## config.mk

```make
export PLATFORM = sky130hd
export DESIGN_NAME = i2c_four_channel_switch_ctrl
export DESIGN_NICKNAME = d
export VERILOG_FILES = /design/src/core/i2c_switch_pkg.sv /design/src/core/sync2.sv /design/src/core/i2c_four_channel_switch_ctrl.sv
export VERILOG_INCLUDE_DIRS = /design/src /design/src/core
export SDC_FILE = /design/constraint.sdc
export NUM_CORES = 1
export LEC_CHECK = 0
export ABC_AREA = 1
export ABC_CLOCK_PERIOD_IN_PS = 1800
export BUFFER_PORTS_ARGS = -buffer_cell sky130_fd_sc_hd__buf_2
export CORE_MARGIN = 2
export CORE_UTILIZATION = 51
export DETAILED_ROUTE_END_ITERATION = 12
export GPL_TIMING_DRIVEN = 1
export PLACE_DENSITY = 0.86
export SYNTH_ARGS = -nofsm -noshare
export SYNTH_HDL_FRONTEND = slang
export SYNTH_SLANG_ARGS = --single-unit
```

## constraint.sdc

```tcl
create_clock -name clk -period 1.8 [get_ports clk]
set_clock_uncertainty 0.1 [all_clocks]
set_input_delay 0.09 -clock clk [delete_from_list [all_inputs] [get_ports clk]]
set_output_delay 0.09 -clock clk [all_outputs]
set_load 0.01 [all_outputs]
```

## src/core/i2c_switch_defines.svh

```systemverilog
// Constants of the I2C four-channel switch control
`ifndef I2C_SWITCH_DEFINES_SVH
`define I2C_SWITCH_DEFINES_SVH

`define CHSEL_RESET 8'h00
`define CHSEL_WR_MASK 8'h0f
`define ADDR_FIXED 4'he
`define RW_BIT 0
`define CHANNELS 4
`define RESET_PULSE_NS 20
`define CLK_PERIOD_NS 20
`define RESET_PULSE_CYC ((`RESET_PULSE_NS + `CLK_PERIOD_NS - 1) / `CLK_PERIOD_NS)

`endif

```

## src/core/i2c_switch_pkg.sv

```systemverilog
// Types of the I2C four-channel switch control
package i2c_switch_pkg;
   typedef enum logic [2:0] {
      ST_IDLE = 3'b000,
      ST_ADDR = 3'b001,
      ST_AACK = 3'b011,
      ST_WDAT = 3'b010,
      ST_WACK = 3'b110,
      ST_RDAT = 3'b111,
      ST_RACK = 3'b101
   } i2c_state_e;
endpackage

```

## src/core/sync2.sv

```systemverilog
// Two-flop synchroniser for one pin level
`timescale 1ns/10ps
module sync2 #(
   parameter logic INIT = 1'b1
) (
   // Clock and reset
   input wire logic clk,
   input wire logic rst,
   // Level
   input wire logic din,
   output logic dout
);
   logic meta_ff;

   always_ff @(posedge clk) begin
      if (rst) begin
         meta_ff <= INIT;
         dout <= INIT;
      end else begin
         meta_ff <= din;
         dout <= meta_ff;
      end
   end
endmodule // sync2

```

## src/core/i2c_four_channel_switch_ctrl.sv

```systemverilog
// Control logic of the I2C four-channel bus switch
`timescale 1ns/10ps
`include "i2c_switch_defines.svh"
module i2c_four_channel_switch_ctrl (
   // Clock and reset
   input wire logic clk,
   input wire logic rst,
   input wire logic resetN,
   input wire logic powerGood,
   // Upstream bus
   input wire logic sclIn,
   input wire logic sdaIn,
   output logic sdaOut,
   output logic sdaOe,
   // Address select pins
   input wire logic addr_sel_pin_2,
   input wire logic addr_sel_pin_1,
   input wire logic addr_sel_pin_0,
   // Interrupts
   input wire logic [3:0] downstream_irq_in_n,
   output logic irqOut,
   output logic irqOe,
   // Channel switch controls
   output logic [3:0] channelConnect,
   output logic [7:0] channelSelect
);
   logic scl, sda, rstnS, pgS;
   logic [3:0] irqS;
   logic sclPrev_ff, sdaPrev_ff;
   logic devRst;
   logic startEv, stopEv, sclRise, sclFall;
   i2c_switch_pkg::i2c_state_e state_ff, nxt_state;
   logic [3:0] bitCnt_ff;
   logic inByte, byteEnd;
   logic [7:0] shift_ff;
   logic [7:0] chsel_ff;
   logic [3:0] conn_ff;
   logic pending_ff;
   logic sdaLow_ff;
   logic [2:0] addrPins;
   logic addrMatch;
   logic [2:0] pinsMeta_ff;
   logic [2:0] pinsLatched_ff;

   // Pins cross into clk domain
   sync2 #(.INIT(1'b1)) u_scl (.clk(clk), .rst(rst), .din(sclIn),
      .dout(scl));
   sync2 #(.INIT(1'b1)) u_sda (.clk(clk), .rst(rst), .din(sdaIn),
      .dout(sda));
   sync2 #(.INIT(1'b0)) u_rstn (.clk(clk), .rst(rst), .din(resetN),
      .dout(rstnS));
   sync2 #(.INIT(1'b0)) u_pg (.clk(clk), .rst(rst), .din(powerGood),
      .dout(pgS));
   genvar gi;
   generate
      for (gi = 0; gi < `CHANNELS; gi++) begin : g_irq
         sync2 #(.INIT(1'b1)) u_irq (.clk(clk), .rst(rst),
            .din(downstream_irq_in_n[gi]), .dout(irqS[gi]));
      end
   endgenerate

   // A 20ns pulse is one clock here; two-flop sync may miss it
   // if it falls between edges, so the pin filter is the limit.
   assign devRst = rst | ~rstnS | ~pgS;

   always_ff @(posedge clk) begin
      if (rst) begin
         sclPrev_ff <= 1'b1;
         sdaPrev_ff <= 1'b1;
      end else begin
         sclPrev_ff <= scl;
         sdaPrev_ff <= sda;
      end
   end

   // Data change while clock high is a control condition
   assign startEv = scl & sclPrev_ff & sdaPrev_ff & ~sda;
   assign stopEv = scl & sclPrev_ff & ~sdaPrev_ff & sda;
   assign sclRise = scl & ~sclPrev_ff;
   assign sclFall = ~scl & sclPrev_ff;

   // Straps are pins: two flops before the compare
   always_ff @(posedge clk) begin
      if (rst) begin
         pinsMeta_ff <= 3'h0;
         pinsLatched_ff <= 3'h0;
      end else begin
         pinsMeta_ff <= {addr_sel_pin_2, addr_sel_pin_1,
            addr_sel_pin_0};
         pinsLatched_ff <= pinsMeta_ff;
      end
   end
   assign addrPins = pinsLatched_ff;
   assign addrMatch = shift_ff[7:1] == {`ADDR_FIXED, addrPins};

   // Byte ends at the fall after its eighth rise
   assign inByte = state_ff == i2c_switch_pkg::ST_ADDR ||
      state_ff == i2c_switch_pkg::ST_WDAT ||
      state_ff == i2c_switch_pkg::ST_RDAT;
   assign byteEnd = inByte && sclFall && bitCnt_ff == 4'h8;

   always_comb begin
      nxt_state = state_ff;
      case (state_ff)
         i2c_switch_pkg::ST_IDLE: nxt_state = state_ff;
         i2c_switch_pkg::ST_ADDR:
            if (byteEnd) begin
               if (addrMatch) begin
                  nxt_state = i2c_switch_pkg::ST_AACK;
               end else begin
                  nxt_state = i2c_switch_pkg::ST_IDLE;
               end
            end
         i2c_switch_pkg::ST_AACK:
            if (sclFall) begin
               if (shift_ff[`RW_BIT]) begin
                  nxt_state = i2c_switch_pkg::ST_RDAT;
               end else begin
                  nxt_state = i2c_switch_pkg::ST_WDAT;
               end
            end
         i2c_switch_pkg::ST_WDAT:
            if (byteEnd) begin
               nxt_state = i2c_switch_pkg::ST_WACK;
            end
         i2c_switch_pkg::ST_WACK:
            if (sclFall) begin
               nxt_state = i2c_switch_pkg::ST_WDAT;
            end
         i2c_switch_pkg::ST_RDAT:
            if (byteEnd) begin
               nxt_state = i2c_switch_pkg::ST_RACK;
            end
         i2c_switch_pkg::ST_RACK:
            if (sclRise) begin
               // Not-acknowledge ends the read
               if (sda) begin
                  nxt_state = i2c_switch_pkg::ST_IDLE;
               end
            end else if (sclFall) begin
               nxt_state = i2c_switch_pkg::ST_RDAT;
            end
         default: nxt_state = i2c_switch_pkg::ST_IDLE;
      endcase
      if (startEv) begin
         nxt_state = i2c_switch_pkg::ST_ADDR;
      end else if (stopEv) begin
         nxt_state = i2c_switch_pkg::ST_IDLE;
      end
   end

   always_ff @(posedge clk) begin
      if (devRst) begin
         state_ff <= i2c_switch_pkg::ST_IDLE;
      end else begin
         state_ff <= nxt_state;
      end
   end

   // Rises are counted: the fall after start must not end a bit
   always_ff @(posedge clk) begin
      if (devRst) begin
         bitCnt_ff <= 4'h0;
         shift_ff <= 8'h00;
      end else if (startEv) begin
         bitCnt_ff <= 4'h0;
      end else if (sclRise && inByte) begin
         bitCnt_ff <= bitCnt_ff + 4'h1;
         if (state_ff != i2c_switch_pkg::ST_RDAT) begin
            shift_ff <= {shift_ff[6:0], sda};
         end
      end else if (sclFall) begin
         if (byteEnd) begin
            bitCnt_ff <= 4'h0;
         end
         if (state_ff == i2c_switch_pkg::ST_RDAT) begin
            shift_ff <= {shift_ff[6:0], 1'b0};
         end else if (nxt_state == i2c_switch_pkg::ST_RDAT) begin
            shift_ff <= chsel_ff;
         end
      end
   end

   // Register load after each written byte; upper bits ignored
   always_ff @(posedge clk) begin
      if (devRst) begin
         chsel_ff <= `CHSEL_RESET;
         pending_ff <= 1'b0;
      end else if (state_ff == i2c_switch_pkg::ST_WDAT && byteEnd) begin
         chsel_ff <= shift_ff & `CHSEL_WR_MASK;
         pending_ff <= 1'b1;
      end else if (stopEv || startEv) begin
         pending_ff <= 1'b0;
      end
   end

   // Switches change only at stop, or clear on reset
   always_ff @(posedge clk) begin
      if (devRst) begin
         conn_ff <= 4'h0;
      end else if (stopEv && pending_ff) begin
         conn_ff <= chsel_ff[3:0];
      end
   end

   // Data line drive, updated at clock falls and released at start or stop
   always_ff @(posedge clk) begin
      if (devRst) begin
         sdaLow_ff <= 1'b0;
      end else if (startEv || stopEv) begin
         sdaLow_ff <= 1'b0;
      end else if (sclFall) begin
         case (nxt_state)
            i2c_switch_pkg::ST_AACK,
            i2c_switch_pkg::ST_WACK: sdaLow_ff <= 1'b1;
            i2c_switch_pkg::ST_RDAT: sdaLow_ff <=
               (state_ff == i2c_switch_pkg::ST_RDAT) ? ~shift_ff[6]
               : ~chsel_ff[7];
            default: sdaLow_ff <= 1'b0;
         endcase
      end
   end

   assign sdaOut = 1'b0;
   assign sdaOe = sdaLow_ff;
   assign irqOut = 1'b0;
   assign irqOe = ~devRst & ~(&irqS);
   assign channelConnect = conn_ff;
   assign channelSelect = chsel_ff;

   property p_ack_hold;
      @(posedge clk) disable iff (devRst)
      (state_ff == i2c_switch_pkg::ST_WACK && sclRise) |-> sdaOe;
   endproperty
   a_ack_hold: assert property (p_ack_hold)
      else $error("ack not driven at ninth clock");

   property p_stop_apply;
      @(posedge clk) disable iff (devRst)
      (stopEv && pending_ff) |=> channelConnect == $past(chsel_ff[3:0]);
   endproperty
   a_stop_apply: assert property (p_stop_apply)
      else $error("selection not applied at stop");

   property p_no_early;
      @(posedge clk) disable iff (devRst)
      !stopEv |=> $stable(channelConnect);
   endproperty
   a_no_early: assert property (p_no_early)
      else $error("channels changed outside stop");

   property p_upper_zero;
      @(posedge clk) disable iff (devRst)
      chsel_ff[7:4] == 4'h0;
   endproperty
   a_upper_zero: assert property (p_upper_zero)
      else $error("upper bits written");

   property p_reset_clear;
      @(posedge clk) devRst |=> channelConnect == 4'h0 && chsel_ff == 8'h00
         && state_ff == i2c_switch_pkg::ST_IDLE && !sdaOe;
   endproperty
   a_reset_clear: assert property (p_reset_clear)
      else $error("reset state not initial");

   property p_irq;
      @(posedge clk) disable iff (devRst)
      irqOe == ~(&irqS);
   endproperty
   a_irq: assert property (p_irq)
      else $error("interrupt output mismatch");

   property p_foreign;
      @(posedge clk) disable iff (devRst)
      (state_ff == i2c_switch_pkg::ST_ADDR && byteEnd
         && !addrMatch && !startEv && !stopEv) |=> !sdaOe;
   endproperty
   a_foreign: assert property (p_foreign)
      else $error("acked foreign address");

   property p_sda_stable;
      @(posedge clk) disable iff (devRst)
      (scl && sclPrev_ff) |-> $stable(sdaOe);
   endproperty
   a_sda_stable: assert property (p_sda_stable)
      else $error("data drive changed while clock high");

   property p_addr_ack;
      @(posedge clk) disable iff (devRst)
      (state_ff == i2c_switch_pkg::ST_AACK && sclRise) |-> sdaOe;
   endproperty
   a_addr_ack: assert property (p_addr_ack)
      else $error("address ack not driven");

   property p_read_release;
      @(posedge clk) disable iff (devRst)
      state_ff == i2c_switch_pkg::ST_RACK |-> !sdaOe;
   endproperty
   a_read_release: assert property (p_read_release)
      else $error("data line held in master ack slot");

   property p_byte_len;
      @(posedge clk) disable iff (devRst)
      bitCnt_ff < 4'h9;
   endproperty
   a_byte_len: assert property (p_byte_len)
      else $error("more than eight bits in a byte");

   property p_start_addr;
      @(posedge clk) disable iff (devRst)
      startEv |=> state_ff == i2c_switch_pkg::ST_ADDR;
   endproperty
   a_start_addr: assert property (p_start_addr)
      else $error("start not followed by address phase");
endmodule // i2c_four_channel_switch_ctrl

```

==> flow_results.xml <==
<?xml version="1.0" encoding="UTF-8"?>
<metrics>
  <group name="power_and_ir_drop">
    <metric name="worst_ir_drop_vdd" unit="mV">0.719</metric>
    <metric name="clkPwrFrac" unit="">0.346</metric>
    <metric name="combinationalPowerShare" unit="">0.052</metric>
    <metric name="switching_share" unit="">0.229</metric>
    <metric name="leakage_power_of_the_design" unit="nW">1.25</metric>
    <metric name="p_seq_frac" unit="">0.602</metric>
    <metric name="power_per_cell_area" unit="nW/um^2">673</metric>
    <metric name="power_report.internal_total" unit="mW">1.43</metric>
    <metric name="switchingPower" unit="mW">0.423</metric>
  </group>
  <group name="timing">
    <metric name="max-slew-margin-rel" unit="">0.639</metric>
    <metric name="timing.final.max_slew_violations" unit="">0</metric>
    <metric name="holdWs" unit="ns">0.0442</metric>
    <metric name="max_slew.worst_pin.slew" unit="ns">0.539</metric>
    <metric name="fraction_of_the_cycle_the_final_worst_path_needs" unit="">1.05</metric>
    <metric name="max_fclk" unit="MHz">529</metric>
    <metric name="rsz0062_at_grt" unit="">true</metric>
    <metric name="final_hold_vios" unit="">0</metric>
    <metric name="finalWorstSetupSlack" unit="ns">-0.0920</metric>
    <metric name="finalSetupViolCount" unit="">9</metric>
    <metric name="final.setup.tns" unit="ns">-0.310</metric>
    <metric name="min_period" unit="ns">1.89</metric>
  </group>
  <group name="global_routing">
    <metric name="routing_layer_with_the_top_usage_in_global_route" unit="">met2</metric>
    <metric name="grt-ovfl-total" unit="">0</metric>
    <metric name="grt_antenna_before_repair" unit="">0</metric>
    <metric name="groute.usage.overall" unit="">0.219</metric>
    <metric name="grt_pass1_wl" unit="mm">7.54</metric>
    <metric name="largest_net_degree_at_the_start_of_global_routing" unit="">24</metric>
    <metric name="global_route.usage.met3" unit="">0.0428</metric>
    <metric name="grt.met2_usage" unit="">0.386</metric>
    <metric name="grt_pass1_vias" unit="">1797</metric>
    <metric name="use_met1" unit="">0.245</metric>
  </group>
  <group name="yosys">
    <metric name="seq_cells_post_synth" unit="">49</metric>
    <metric name="postSynthCellCount" unit="">285</metric>
    <metric name="warnings_synthesis" unit="">0</metric>
    <metric name="yosysSeqAreaShare" unit="">0.463</metric>
    <metric name="post_synth.cell_area_avg" unit="um^2">7.43</metric>
    <metric name="combined_area_of_all_synthesized_cells" unit="um^2">2120</metric>
    <metric name="synth_cell_types" unit="">31</metric>
  </group>
  <group name="setup_path">
    <metric name="critPathArrivalTime" unit="ns">1.98</metric>
    <metric name="reg2reg_setup_slack" unit="ns">-0.09</metric>
    <metric name="r2r-start" unit="">bitCnt_ff[0]$_SDFFE_PP0P_</metric>
    <metric name="startpoint" unit="">bitCnt_ff[0]$_SDFFE_PP0P_</metric>
    <metric name="worst-endpoint-required" unit="ns">1.89</metric>
    <metric name="crit_fanout" unit="">5</metric>
    <metric name="crit_end" unit="">sdaOe$_SDFFE_PP0P_</metric>
    <metric name="reg2regPathDepth" unit="">13</metric>
    <metric name="timing_worst_setup_path_type" unit="">reg2reg</metric>
    <metric name="setup.worst_path.start_class" unit="">flop</metric>
    <metric name="timing.critical_path.to_type" unit="">flop</metric>
    <metric name="reg2reg_to" unit="">sdaOe$_SDFFE_PP0P_</metric>
  </group>
  <group name="run_status">
    <metric name="failing_checks" unit="">negative setup slack</metric>
    <metric name="outcome" unit="">finished with violations</metric>
  </group>
  <group name="detailed_routing">
    <metric name="routed_wl" unit="mm">5.12</metric>
    <metric name="wire_per_inst" unit="um">12.9</metric>
    <metric name="avgViaCountPerCell" unit="">5.03</metric>
    <metric name="ant_nets" unit="">0</metric>
    <metric name="route.detailed.drc" unit="">0</metric>
    <metric name="drt_iter0_markers" unit="">92</metric>
    <metric name="detailedRoute.firstPassIterationCount" unit="">4</metric>
    <metric name="detailroute.via_count" unit="">2002</metric>
  </group>
  <group name="floorplanning">
    <metric name="floorplan.initialDensity" unit="">0.530</metric>
    <metric name="ioPinCount" unit="">29</metric>
    <metric name="core_area" unit="um^2">4000</metric>
    <metric name="die_width" unit="um">68.4</metric>
    <metric name="fp-row-count" unit="">23</metric>
    <metric name="die_height" unit="um">68.4</metric>
    <metric name="die_area" unit="um^2">4680</metric>
  </group>
  <group name="clock_network">
    <metric name="cts_tree" unit="">done</metric>
    <metric name="library_cell_used_as_clock_root_buffer" unit="">clkbuf_8</metric>
    <metric name="clockBufferDepth" unit="">2</metric>
    <metric name="cts_made_buffers" unit="">5</metric>
    <metric name="clock_latency" unit="ns">0.31</metric>
    <metric name="cts.sinks" unit="">49</metric>
    <metric name="worst_setup_hold_path_clk_slew" unit="ns">0.09</metric>
    <metric name="htreeDepth" unit="">2</metric>
  </group>
  <group name="cells_and_area">
    <metric name="fillerInstances" unit="">287</metric>
    <metric name="layout.nets" unit="">362</metric>
    <metric name="area_growth_from_synthesis_to_layout" unit="%">29.8</metric>
    <metric name="insertedDiodeCount" unit="">0</metric>
    <metric name="layout-drive-gt1-share" unit="">0.333</metric>
  </group>
  <group name="placement">
    <metric name="hpwl" unit="mm">3.10</metric>
    <metric name="place.port_buffers" unit="">22</metric>
    <metric name="place.gp.congestion" unit="">0.915</metric>
  </group>
  <group name="hold_path">
    <metric name="worst_hold_path_type" unit="">in2reg</metric>
  </group>
  <group name="flow_run">
    <metric name="cap_viol_max_count" unit="">0</metric>
  </group>
</metrics>
## power by group through the flow
stage,registers (mW),clock network [mW],logic [mW]
after global placement,1.14,0,0.0676
final,1.12,0.640,0.0957
after floorplan,1.14,0,0.0555
after global routing,1.12,0.677,0.106
after detailed placement,1.14,0,0.0704
after CTS,1.11,0.639,0.0895
## repair_timing
action,4_1_cts,5_1_grt
hold endpoints to repair,11,0
hold buffers,11,0
buffers inserted,0,3
resized for setup,11,19
pin swaps,6,15
setup endpoints to repair,8,9
cloned,1,0
## cell usage in the layout (no fill, tap or decap), drive strengths merged, types with 4 or more instances in the layout
| master | n |
|---|---|
| nand3 | 17 |
| clkbuf | 6 |
| nand3b | 4 |
| inv | 45 |
| dlygate4sd3 | 11 |
| nand2 | 55 |
| nor2 | 39 |
| conb | 6 |
| o21ai | 14 |
| a21oi | 22 |
| dfxtp | 49 |
| buf | 50 |
| or2 | 12 |
## stage by stage
step / utilization / setup slack (ns) / std cells / power, mW / cell area [um^2]
floorplan: - / 0.00907 / 290 / 1.19 / 2150
global placement: 0.610 / -0.0627 / 375 / 1.21 / 2440
detailed placement: 0.610 / -0.154 / 375 / 1.21 / 2440
CTS: 0.669 / -0.0101 / 395 / 1.84 / 2680
global route: 0.688 / -0.152 / 398 / 1.90 / 2750
finish: 0.688 / -0.0920 / 398 / 1.85 / 2750
## final cells by class
type | instances | area, um^2 | area share
flip-flops and latches | 49 | 993 | 0.361
multi-input cells | 185 | 1010 | 0.366
clock buffers | 6 | 72.6 | 0.0264
inverters | 45 | 169 | 0.0614
clock inverters | 2 | 15.0 | 0.00546
well taps | 50 | 62.6 | 0.0227
repair buffers | 61 | 430 | 0.157
## cell usage after synthesis
cell type | number | area [um^2]
buf_6 | 1 | 11.3
nand3_2 | 3 | 30.0
nor2_2 | 1 | 6.26
nor3_1 | 3 | 15.0
inv_2 | 4 | 15.0
nor2_1 | 37 | 139
o21ai_0 | 14 | 70.1
or2_2 | 12 | 75.1
conb_1 | 1 | 3.75
xnor2_1 | 1 | 8.76
dfxtp_1 | 49 | 981
and2_1 | 1 | 6.26
clkbuf_1 | 4 | 15.0
nand3b_1 | 4 | 30.0
nor2_4 | 1 | 11.3
o22ai_1 | 1 | 6.26
ha_1 | 2 | 25.0
inv_1 | 41 | 154
o21bai_1 | 1 | 7.51
nand2_2 | 7 | 43.8
buf_4 | 6 | 45.0
nand2_1 | 47 | 176
nand3_1 | 14 | 70.1
a41oi_1 | 1 | 8.76
o31ai_1 | 1 | 7.51
nand4_1 | 1 | 6.26
o211ai_1 | 1 | 7.51
a211oi_1 | 2 | 15.0
buf_2 | 1 | 5.00
nand4_2 | 1 | 12.5
a21oi_1 | 22 | 110
## critical path: stages (launching register included)
cell	delay [ns]
dfxtp_2	0.33
inv_2	0.07
ha_4	0.13
nand3_4	0.06
nor2_4	0.18
nand3_2	0.12
nand2_2	0.10
nand2_2	0.06
nand2_2	0.09
buf_4	0.12
buf_4	0.10
a21oi_2	0.03
o21bai_1	0.20
a21oi_1	0.10
## how the worst min path moves through the flow
stage / startpoint / to / slack (ns) / cells past startpoint
6_report: rst / addrPins[2]$_SDFF_PP0_ / 0.04 / 2
5_1_grt: rst / addrPins[2]$_SDFF_PP0_ / 0.07 / 2
4_1_cts: rst / addrPins[2]$_SDFF_PP0_ / 0.04 / 2
3_5_place_dp: downstream_irq_in_n[0] / g_irq[0].u_irq.meta_ff$_SDFF_PP1_ / 0.18 / 2
3_3_place_gp: downstream_irq_in_n[0] / g_irq[0].u_irq.meta_ff$_SDFF_PP1_ / 0.17 / 2
2_1_floorplan: downstream_irq_in_n[0] / g_irq[0].u_irq.meta_ff$_SDFF_PP1_ / 0.09 / 1
## sequential cells by signal, indices dropped and copies added (netlist names), 3 cells and up
signal and cells:
shift_ff 8, bitCnt_ff 4, channelConnect 4, channelSelect 4, g_irq.u_irq.dout 4, g_irq.u_irq.meta_ff 4
addrPins 3, pinsMeta_ff 3, state_ff 3
## per-layer routing
metal  part of all wire  wire, um  up-vias
li1                   -         -     1001
met1               0.41      2090      913
met2               0.52      2640       71
met3              0.043       221       17
met4              0.032       165        0
met5                  0         0        -
## kinds of logic after synthesis
logic type / count (synthesis) / share of synthesized area
compound gates: 43 / 0.110
buf+inv: 57 / 0.116
simple gates: 132 / 0.294
xor+xnor: 1 / 0.00414
flops: 49 / 0.463
fa+ha+maj: 2 / 0.0118
other cells: 1 / 0.00177
No activity file was read; power rests on OpenSTA's default activity.
